**config.mk**
```make
export PLATFORM = sky130hd
export DESIGN_NAME = blit_mono_source_and_control
export DESIGN_NICKNAME = d
export VERILOG_FILES = /design/src/hdl/blit_cfg_pkg.sv /design/src/hdl/blit_color_expand.sv /design/src/hdl/blit_mono_source_and_control.sv
export SDC_FILE = /design/constraint.sdc
export NUM_CORES = 1
export LEC_CHECK = 0
export ABC_CLOCK_PERIOD_IN_PS = 1450
export BUFFER_PORTS_ARGS = -buffer_cell sky130_fd_sc_hd__clkbuf_2
export CORE_MARGIN = 10
export CORE_UTILIZATION = 45
export CTS_BUF_LIST = sky130_fd_sc_hd__clkbuf_4 sky130_fd_sc_hd__clkbuf_8
export CTS_CLUSTER_SIZE = 8
export DETAILED_ROUTE_END_ITERATION = 10
export PLACE_DENSITY = 0.78
export SYNTH_ARGS = -nofsm -noshare
export SYNTH_HDL_FRONTEND = slang
export SYNTH_HIERARCHICAL = 1
export SYNTH_SLANG_ARGS = --single-unit
```
**constraint.sdc**
```tcl
create_clock -name CORE_CLK -period 1.45 [get_ports CORE_CLK]
set_input_delay 0.145 -clock CORE_CLK [delete_from_list [all_inputs] [get_ports CORE_CLK]]
set_output_delay 0.145 -clock CORE_CLK [all_outputs]
set_load 0.05 [all_outputs]
```
**src/hdl/blit_cfg_pkg.sv**
```systemverilog
// Constants and types for the block-transfer engine configuration registers
package blit_cfg_pkg;
  localparam logic [23:0] MONO_SRC_CTRL_OFFSET = 24'h40000C;
  localparam logic [23:0] BLIT_CTRL_OFFSET = 24'h400010;
  // Writable bit masks; every other bit reads zero, except blit control bit 31, which reads the busy status
  localparam logic [31:0] MONO_SRC_CTRL_MASK = 32'h0F3F3F3F;
  localparam logic [31:0] BLIT_CTRL_MASK = 32'h03FFF7FF;
  localparam logic [31:0] MONO_SRC_CTRL_RESET = 32'h00000000;
  localparam logic [31:0] BLIT_CTRL_RESET = 32'h00000000;
  localparam int BUSY_BIT = 31;
  localparam int SRC_EXP_SEL_BIT = 27;
  localparam int ALIGN_LSB = 24;
  localparam int DISCARD_LSB = 16;
  localparam int RCLIP_LSB = 8;
  localparam int LCLIP_LSB = 0;
  localparam int DEPTH_LSB = 24;
  localparam int DEPTH_SEL_BIT = 23;
  localparam int VALIGN_LSB = 20;
  localparam int SOLID_PAT_BIT = 19;
  localparam int PAT_MONO_BIT = 18;
  localparam int SRC_MONO_BIT = 12;
  localparam int CFG_DEPTH_LSB = 4;
  localparam int DEST_ALIGN_W = 3;

  typedef enum logic [1:0] {
    DEPTH_8 = 2'h0,
    DEPTH_16 = 2'h1,
    DEPTH_24 = 2'h2,
    DEPTH_RSVD = 2'h3
  } depth_t;

  typedef enum logic [2:0] {
    ALIGN_RSVD0 = 3'h0,
    ALIGN_BIT = 3'h1,
    ALIGN_BYTE = 3'h2,
    ALIGN_WORD = 3'h3,
    ALIGN_DWORD = 3'h4,
    ALIGN_QWORD = 3'h5,
    ALIGN_RSVD6 = 3'h6,
    ALIGN_RSVD7 = 3'h7
  } align_t;
endpackage : blit_cfg_pkg

```
**src/hdl/blit_color_expand.sv**
```systemverilog
// Expansion color masking by color depth
`timescale 1ns/10ps
module blit_color_expand (
  input wire logic [1:0] depth,
  input wire logic [23:0] bg_in,
  input wire logic [23:0] fg_in,
  output logic [23:0] bg_out,
  output logic [23:0] fg_out
);
  // Keep only the bytes that the active depth uses
  wire [23:0] depth_mask;
  assign depth_mask = (depth == blit_cfg_pkg::DEPTH_24) ? 24'hFFFFFF :
                      (depth == blit_cfg_pkg::DEPTH_16) ? 24'h00FFFF : 24'h0000FF;
  assign bg_out = bg_in & depth_mask;
  assign fg_out = fg_in & depth_mask;
endmodule : blit_color_expand

```
**src/hdl/blit_mono_source_and_control.sv**
```systemverilog
// Monochrome source control and blit control registers with derived engine settings
`timescale 1ns/10ps
module blit_mono_source_and_control (
  input wire logic CORE_CLK,
  input wire logic RST,
  input wire logic [23:0] REG_ADDR,
  input wire logic REG_WR,
  input wire logic REG_RD,
  input wire logic [3:0] REG_BE,
  input wire logic [31:0] REG_WDATA,
  output logic [31:0] REG_RDATA,
  output logic REG_ACK,
  input wire logic ENGINE_BUSY,
  input wire logic [7:0] CFG_REG,
  input wire logic [2:0] DEST_ADDR_LOW,
  input wire logic [23:0] SHARED_BG_COLOR,
  input wire logic [23:0] SHARED_FG_COLOR,
  input wire logic [23:0] SRC_BG_COLOR,
  input wire logic [23:0] SRC_FG_COLOR,
  output logic [1:0] ACTIVE_DEPTH,
  output logic [1:0] BYTES_PER_PIXEL,
  output logic DEPTH_RESERVED,
  output logic [23:0] SRC_EXP_BG,
  output logic [23:0] SRC_EXP_FG,
  output logic [23:0] PAT_EXP_BG,
  output logic [23:0] PAT_EXP_FG,
  output logic MONO_SRC_ACTIVE,
  output logic [2:0] SRC_ALIGN,
  output logic SRC_ALIGN_RESERVED,
  output logic [5:0] SRC_DISCARD,
  output logic [5:0] SRC_RCLIP,
  output logic [5:0] SRC_LCLIP,
  output logic [2:0] PAT_ROW,
  output logic [2:0] PAT_HALIGN,
  output logic PAT_READ_EN,
  output logic PAT_FORCE_BG
);
  ////////////////////////////////////////////////////////////////////////////
  // Storage and bus decode
  logic [31:0] mono_src_ctrl;
  logic [31:0] blit_ctrl;
  logic [31:0] next_mono_src_ctrl;
  logic [31:0] next_blit_ctrl;
  logic busy_sync1;
  logic busy_sync2;
  logic [7:0] cfg_sync1;
  logic [7:0] cfg_sync2;
  logic [2:0] dest_sync1;
  logic [2:0] dest_sync2;

  // Expand byte enables into a bit mask; 16-bit accesses use two lanes
  function automatic logic [31:0] lane_mask(input logic [3:0] be);
    lane_mask = {{8{be[3]}}, {8{be[2]}}, {8{be[1]}}, {8{be[0]}}};
  endfunction : lane_mask

  // Merge write data into a register through lanes and writable bits
  function automatic logic [31:0] merge(input logic [31:0] old, input logic [31:0] wd,
                                        input logic [31:0] lanes, input logic [31:0] wmask);
    merge = ((old & ~lanes) | (wd & lanes)) & wmask;
  endfunction : merge

  wire hit_src;
  wire hit_ctl;
  wire [31:0] lanes;
  assign hit_src = (REG_ADDR == blit_cfg_pkg::MONO_SRC_CTRL_OFFSET);
  assign hit_ctl = (REG_ADDR == blit_cfg_pkg::BLIT_CTRL_OFFSET);
  assign lanes = lane_mask(REG_BE);

  // Next register values; masks keep reserved bits and the busy bit at zero
  assign next_mono_src_ctrl = (REG_WR && hit_src) ?
    merge(mono_src_ctrl, REG_WDATA, lanes, blit_cfg_pkg::MONO_SRC_CTRL_MASK) : mono_src_ctrl;
  assign next_blit_ctrl = (REG_WR && hit_ctl) ?
    merge(blit_ctrl, REG_WDATA, lanes, blit_cfg_pkg::BLIT_CTRL_MASK) : blit_ctrl;

  // Register update
  always_ff @(posedge CORE_CLK) begin
    if (RST) begin
      mono_src_ctrl <= blit_cfg_pkg::MONO_SRC_CTRL_RESET;
      blit_ctrl <= blit_cfg_pkg::BLIT_CTRL_RESET;
    end else begin
      mono_src_ctrl <= next_mono_src_ctrl;
      blit_ctrl <= next_blit_ctrl;
    end
  end

  // Two-stage synchronisers on inputs from outside this domain
  always_ff @(posedge CORE_CLK) begin
    if (RST) begin
      busy_sync1 <= 1'b0;
      busy_sync2 <= 1'b0;
      cfg_sync1 <= 8'h00;
      cfg_sync2 <= 8'h00;
      dest_sync1 <= 3'h0;
      dest_sync2 <= 3'h0;
    end else begin
      busy_sync1 <= ENGINE_BUSY;
      busy_sync2 <= busy_sync1;
      cfg_sync1 <= CFG_REG;
      cfg_sync2 <= cfg_sync1;
      dest_sync1 <= DEST_ADDR_LOW;
      dest_sync2 <= dest_sync1;
    end
  end

  ////////////////////////////////////////////////////////////////////////////
  // Read path
  wire [31:0] ctl_view;
  wire [31:0] rd_mux;
  assign ctl_view = {busy_sync2, blit_ctrl[30:0]};
  assign rd_mux = hit_src ? mono_src_ctrl : hit_ctl ? ctl_view : 32'h00000000;

  // Read data and acknowledge, one cycle after the request
  always_ff @(posedge CORE_CLK) begin
    if (RST) begin
      REG_RDATA <= 32'h00000000;
      REG_ACK <= 1'b0;
    end else begin
      REG_RDATA <= REG_RD ? (rd_mux & lane_mask(REG_BE)) : 32'h00000000;
      REG_ACK <= REG_RD | REG_WR;
    end
  end

  ////////////////////////////////////////////////////////////////////////////
  // Derived engine settings
  wire depth_local;
  wire [1:0] depth_sel;
  wire src_mono;
  wire pat_mono;
  wire solid;
  wire src_exp_ded;
  wire [23:0] src_bg_pick;
  wire [23:0] src_fg_pick;
  wire [23:0] src_bg_m;
  wire [23:0] src_fg_m;
  wire [23:0] pat_bg_m;
  wire [23:0] pat_fg_m;
  wire [2:0] align_f;
  assign depth_local = blit_ctrl[blit_cfg_pkg::DEPTH_SEL_BIT];
  assign depth_sel = depth_local ? blit_ctrl[blit_cfg_pkg::DEPTH_LSB +: 2] :
                     cfg_sync2[blit_cfg_pkg::CFG_DEPTH_LSB +: 2];
  assign src_mono = blit_ctrl[blit_cfg_pkg::SRC_MONO_BIT];
  assign pat_mono = blit_ctrl[blit_cfg_pkg::PAT_MONO_BIT];
  assign solid = pat_mono & blit_ctrl[blit_cfg_pkg::SOLID_PAT_BIT];
  assign src_exp_ded = mono_src_ctrl[blit_cfg_pkg::SRC_EXP_SEL_BIT];
  assign src_bg_pick = src_exp_ded ? SRC_BG_COLOR : SHARED_BG_COLOR;
  assign src_fg_pick = src_exp_ded ? SRC_FG_COLOR : SHARED_FG_COLOR;
  assign align_f = mono_src_ctrl[blit_cfg_pkg::ALIGN_LSB +: 3];

  // Source expansion colors, trimmed to depth
  blit_color_expand u_src_expand (
    .depth(depth_sel),
    .bg_in(src_bg_pick),
    .fg_in(src_fg_pick),
    .bg_out(src_bg_m),
    .fg_out(src_fg_m)
  );

  // Pattern expansion colors always use the shared registers
  blit_color_expand u_pat_expand (
    .depth(depth_sel),
    .bg_in(SHARED_BG_COLOR),
    .fg_in(SHARED_FG_COLOR),
    .bg_out(pat_bg_m),
    .fg_out(pat_fg_m)
  );

  // Registered outputs
  always_ff @(posedge CORE_CLK) begin
    if (RST) begin
      ACTIVE_DEPTH <= 2'h0;
      BYTES_PER_PIXEL <= 2'h1;
      DEPTH_RESERVED <= 1'b0;
      SRC_EXP_BG <= 24'h000000;
      SRC_EXP_FG <= 24'h000000;
      PAT_EXP_BG <= 24'h000000;
      PAT_EXP_FG <= 24'h000000;
      MONO_SRC_ACTIVE <= 1'b0;
      SRC_ALIGN <= 3'h0;
      SRC_ALIGN_RESERVED <= 1'b0;
      SRC_DISCARD <= 6'h00;
      SRC_RCLIP <= 6'h00;
      SRC_LCLIP <= 6'h00;
      PAT_ROW <= 3'h0;
      PAT_HALIGN <= 3'h0;
      PAT_READ_EN <= 1'b1;
      PAT_FORCE_BG <= 1'b0;
    end else begin
      ACTIVE_DEPTH <= depth_sel;
      BYTES_PER_PIXEL <= (depth_sel == blit_cfg_pkg::DEPTH_RSVD) ? 2'h0 : depth_sel + 2'h1;
      DEPTH_RESERVED <= (depth_sel == blit_cfg_pkg::DEPTH_RSVD);
      SRC_EXP_BG <= src_bg_m;
      SRC_EXP_FG <= src_fg_m;
      PAT_EXP_BG <= pat_bg_m;
      PAT_EXP_FG <= solid ? pat_bg_m : pat_fg_m;
      MONO_SRC_ACTIVE <= src_mono;
      SRC_ALIGN <= src_mono ? align_f : 3'h0;
      SRC_ALIGN_RESERVED <= src_mono & ((align_f == blit_cfg_pkg::ALIGN_RSVD0) ||
                            (align_f == blit_cfg_pkg::ALIGN_RSVD6) || (align_f == blit_cfg_pkg::ALIGN_RSVD7));
      SRC_DISCARD <= src_mono ? mono_src_ctrl[blit_cfg_pkg::DISCARD_LSB +: 6] : 6'h00;
      SRC_RCLIP <= src_mono ? mono_src_ctrl[blit_cfg_pkg::RCLIP_LSB +: 6] : 6'h00;
      SRC_LCLIP <= src_mono ? mono_src_ctrl[blit_cfg_pkg::LCLIP_LSB +: 6] : 6'h00;
      PAT_ROW <= blit_ctrl[blit_cfg_pkg::VALIGN_LSB +: 3];
      PAT_HALIGN <= dest_sync2;
      PAT_READ_EN <= ~solid;
      PAT_FORCE_BG <= solid;
    end
  end
endmodule : blit_mono_source_and_control

```
==> metrics.md <==
| Metric | Value |
|---|---|
| Clock Pin Slew Worst Setup and Hold Paths | 0.06 ns |
| Final Hold Fails | 0 |
| Pwr Density | 1130 mW/mm² |
| Startpoint types | flip-flop |
| Fin crit share | 1.07 |
| #FFs+latches synth | 221 |
| Largest family of logic cells by synthesized area | simple AND/OR/NAND/NOR gates |
| Worst-skew pair later-pin latency | 0.51 ns |
| Post-layout power | 14.0 mW |
| Core Region | 0.0181 mm² |
| First-pass detailed-route iteration total | 5 |
| Hold Worst Slack | 0.0198 ns |
| Routing usage on met1 | 0.253 |
| Failing checks | negative setup slack |
| Placed wire-length estimate | 19.6 mm |
| Max frequency | 0.643 GHz |
| CP Data Arrival Time | 1.95 ns |
| Via/cell ratio | 5.20 |
| Final instance area | 0.0123 mm² |
| Xor-xnor portion of the synthesized cell area | 0 |
| Power share of the sequential group | 0.446 |
| Setup TNS | -1.04 ns |
| Die H | 157 µm |
| Die width | 157 µm |
| CP Max Fanout | 8 |
| Clock sink count | 221 |
| Maximum VDD drop | 1.00 mV |
| Unrepaired setup endpoints after global routing | yes |
| Met2 Use GR | 0.375 |
| Combinational share of power | 0.109 |
| Syn Std Cell Area | 0.00840 mm² |
| Synth warn | 6 |
| Root Driver | clkbuf_8 |
| Starting density of the core | 0.463 |
| Fin nets | 1412 |
| Mean Syn Cell Area | 10.2 µm² |
| Busiest grt layer | met2 |
| Post-synthesis mux area share | 0.0670 |
| Placed inst area | 0.0102 mm² |
| First-pass GRT wire length | 43.2 mm |
| Netlist cell types | 34 |
| Total gr overflow | 0 |
| Worst Hold Class | input pin to flip-flop |
| Pint | 10.7 mW |
| # setup viols final | 30 |
| Fraction of layout cells with a size suffix above 1 | 0.438 |
| P_sw | 3.31 mW |
| Antenna violations before repair | 1 |
| # port buffers | 323 |
| Fill cells | 1311 |
| Crit path capture type | flip-flop |
| Max-slew violation total from the final report | 0 |
| DP Worst Slack | -0.113 ns |
| Min cycle time layout | 1.55 ns |
| Die area | 0.0245 mm² |
| CTS Buf Count | 38 |
| Worst setup path class | flip-flop to flip-flop |
| Pin count of the biggest net entering global routing | 75 |
| CTS max path bufs | 3 |
| Mapped Cells | 826 |
| Layout Area Growth over Synthesis | 46.5% |
| Adder-cell share of the synthesized area | 0.00447 |
| Num rows | 49 |
| H-Tree Depth | 2 |
| Avg WL per Cell | 19.6 µm |
| DR iter-0 viols | 492 |
| Final WL | 29.2 mm |
| Vias in the first global route | 7918 |
| PnR worst setup slack | -0.105 ns |
| Ports | 337 |
| DR vias | 7754 |
| M3 GR Usage | 0.0625 |
| Seq/Total Area, Yosys | 0.527 |
| Clock power frac | 0.445 |
| Max-cap violations | 0 |
| Sw Ratio | 0.237 |
| RD Place Congestion | 0.890 |
| CTS tree | done |
| Post-synthesis compound-gate area fraction | 0.0940 |
| Outcome | complete, but fails checks |
| Post-route ant nets | 0 |
| Synth Area in Simple Gates | 0.234 |
| Crit path required time | 1.84 ns |
| Setup Skew | 0.0191 ns |
| Leakage | 5.40 nW |
| Total global-route track usage | 0.220 |
| DR DRC count | 0 |
==> timing repair <==
action / in CTS / in global routing
resized for setup: 12 / 56
buffers inserted: 2 / 6
endpoints found under the hold margin: 112 / 0
hold buffers: 96 / 0
pin swaps: 1 / 9
endpoints found under the setup margin: 23 / 56
gates cloned: 0 / 1
==> power groups by stage <==
stage                     clock network [mW]  registers (mW)  logic [mW]
after floorplan                            0            6.69       0.421
after global placement                     0            6.35        1.16
after detailed placement                   0            6.35        1.18
after CTS                               6.29            6.22        1.42
after global routing                    6.58            6.23        1.60
final                                   6.22            6.22        1.52
==> cell type report <==
| class | count | area, µm² | area share |
|---|---|---|---|
| Sequential cell | 221 | 4430 | 0.360 |
| Multi-Input combinational cell | 507 | 3600 | 0.292 |
| Timing Repair Buffer | 466 | 3140 | 0.255 |
| Clock buffer | 60 | 751 | 0.0610 |
| Tap cell | 229 | 287 | 0.0233 |
| Clock inverter | 4 | 97.6 | 0.00793 |
| Inverter | 3 | 11.3 | 0.000914 |
| Antenna cell | 1 | 2.50 | 0.000203 |
==> cells by family (layout without fill, tap and decap cells) <==
group,count (synthesis),count (layout)
AO/OA/AOI/OAI,139,139
adder cells (fa/ha/maj),3,3
buffers and inverters,100,533
flip-flops,221,221
multiplexers,50,50
other,1,4
AND/OR/NAND/NOR,312,312
==> synth_stat cells <==
cell | instances | share of area
nand2_1 | 5 | 0.0022
clkbuf_1 | 34 | 0.015
buf_2 | 6 | 0.0036
and4_1 | 9 | 0.0094
and2b_1 | 2 | 0.0018
buf_8 | 1 | 0.0018
buf_1 | 5 | 0.0022
nand3_1 | 64 | 0.038
and2_2 | 26 | 0.023
and3_4 | 1 | 0.0013
a21oi_2 | 1 | 0.0010
nand3_2 | 1 | 0.0012
buf_6 | 8 | 0.011
a21oi_1 | 67 | 0.040
nor4b_4 | 1 | 0.0028
mux2_2 | 50 | 0.067
and2_1 | 31 | 0.023
inv_1 | 3 | 0.0013
nor2b_1 | 126 | 0.094
and3b_1 | 1 | 0.0010
nor2_1 | 5 | 0.0022
and3_1 | 6 | 0.0045
nor4b_2 | 1 | 0.0018
ha_1 | 3 | 0.0045
nor3b_1 | 2 | 0.0018
conb_1 | 1 | 0.00045
o21ai_0 | 47 | 0.028
nand4_1 | 26 | 0.019
dfxtp_1 | 221 | 0.53
nor4_4 | 1 | 0.0025
buf_4 | 43 | 0.038
a22o_1 | 24 | 0.025
nor3_1 | 2 | 0.0012
nor4_2 | 2 | 0.0030
==> stage by stage <==
| stage | util | std cells |
|---|---|---|
| global route | 0.679 | 1491 |
| finish | 0.679 | 1491 |
| detailed placement | 0.561 | 1321 |
| global placement | 0.561 | 1321 |
| CTS | 0.664 | 1483 |
| floorplan | - | 828 |
==> per-layer routing <==
metal  part of all wire  wire length (µm)  vias up
met5                  0                 0        -
met4              0.036              1060        0
met3              0.088              2560       93
met2               0.49             14400      411
met1               0.38             11200     3637
li1                   -                 -     3613
==> cells in the final DEF, fill, tap and decap left out, types with 2 or more instances in the layout <==
master / synthesis / layout
clkbuf_2: 0 / 322
dfxtp_1: 221 / 219
nor2b_1: 126 / 104
dlygate4sd3_1: 0 / 96
a21oi_1: 67 / 66
nand3_1: 64 / 64
mux2_2: 50 / 48
clkbuf_8: 0 / 48
o21ai_0: 47 / 47
buf_4: 43 / 29
and2_1: 31 / 28
nand4_1: 26 / 26
a22o_1: 24 / 24
and2_4: 0 / 24
nor2b_4: 0 / 18
buf_12: 0 / 13
clkbuf_4: 0 / 12
and4_1: 9 / 9
and3_1: 6 / 6
nand2_1: 5 / 5
and2_2: 26 / 5
nor2_1: 5 / 4
nor2b_2: 0 / 4
buf_6: 8 / 4
ha_4: 0 / 3
conb_1: 1 / 3
bufinv_16: 0 / 3
mux2_4: 0 / 2
nor4_2: 2 / 2
nor3_1: 2 / 2
a21oi_2: 1 / 2
nor3b_1: 2 / 2
inv_2: 0 / 2
and2b_1: 2 / 2
==> critical path, stage by stage (launching register included) <==
cell     delay (ns)
dfxtp_4        0.36
mux2_4         0.34
ha_4           0.35
buf_12         0.15
nor2b_2        0.04
a22o_1         0.20
==> path summary, 6_finish.rpt <==
check,startpoint,slack (ns),depth (start not counted),end
setup / recovery,flip-flop,-0.10,5,PAT_EXP_FG[8]
setup reg to reg,flip-flop,-0.10,5,PAT_EXP_FG[8]
hold reg to reg,cfg_sync1[5],0.43,1,cfg_sync2[5]
hold / removal,SHARED_BG_COLOR[22],0.02,3,PAT_EXP_FG[22]
No activity file was read; power rests on OpenSTA's default activity.
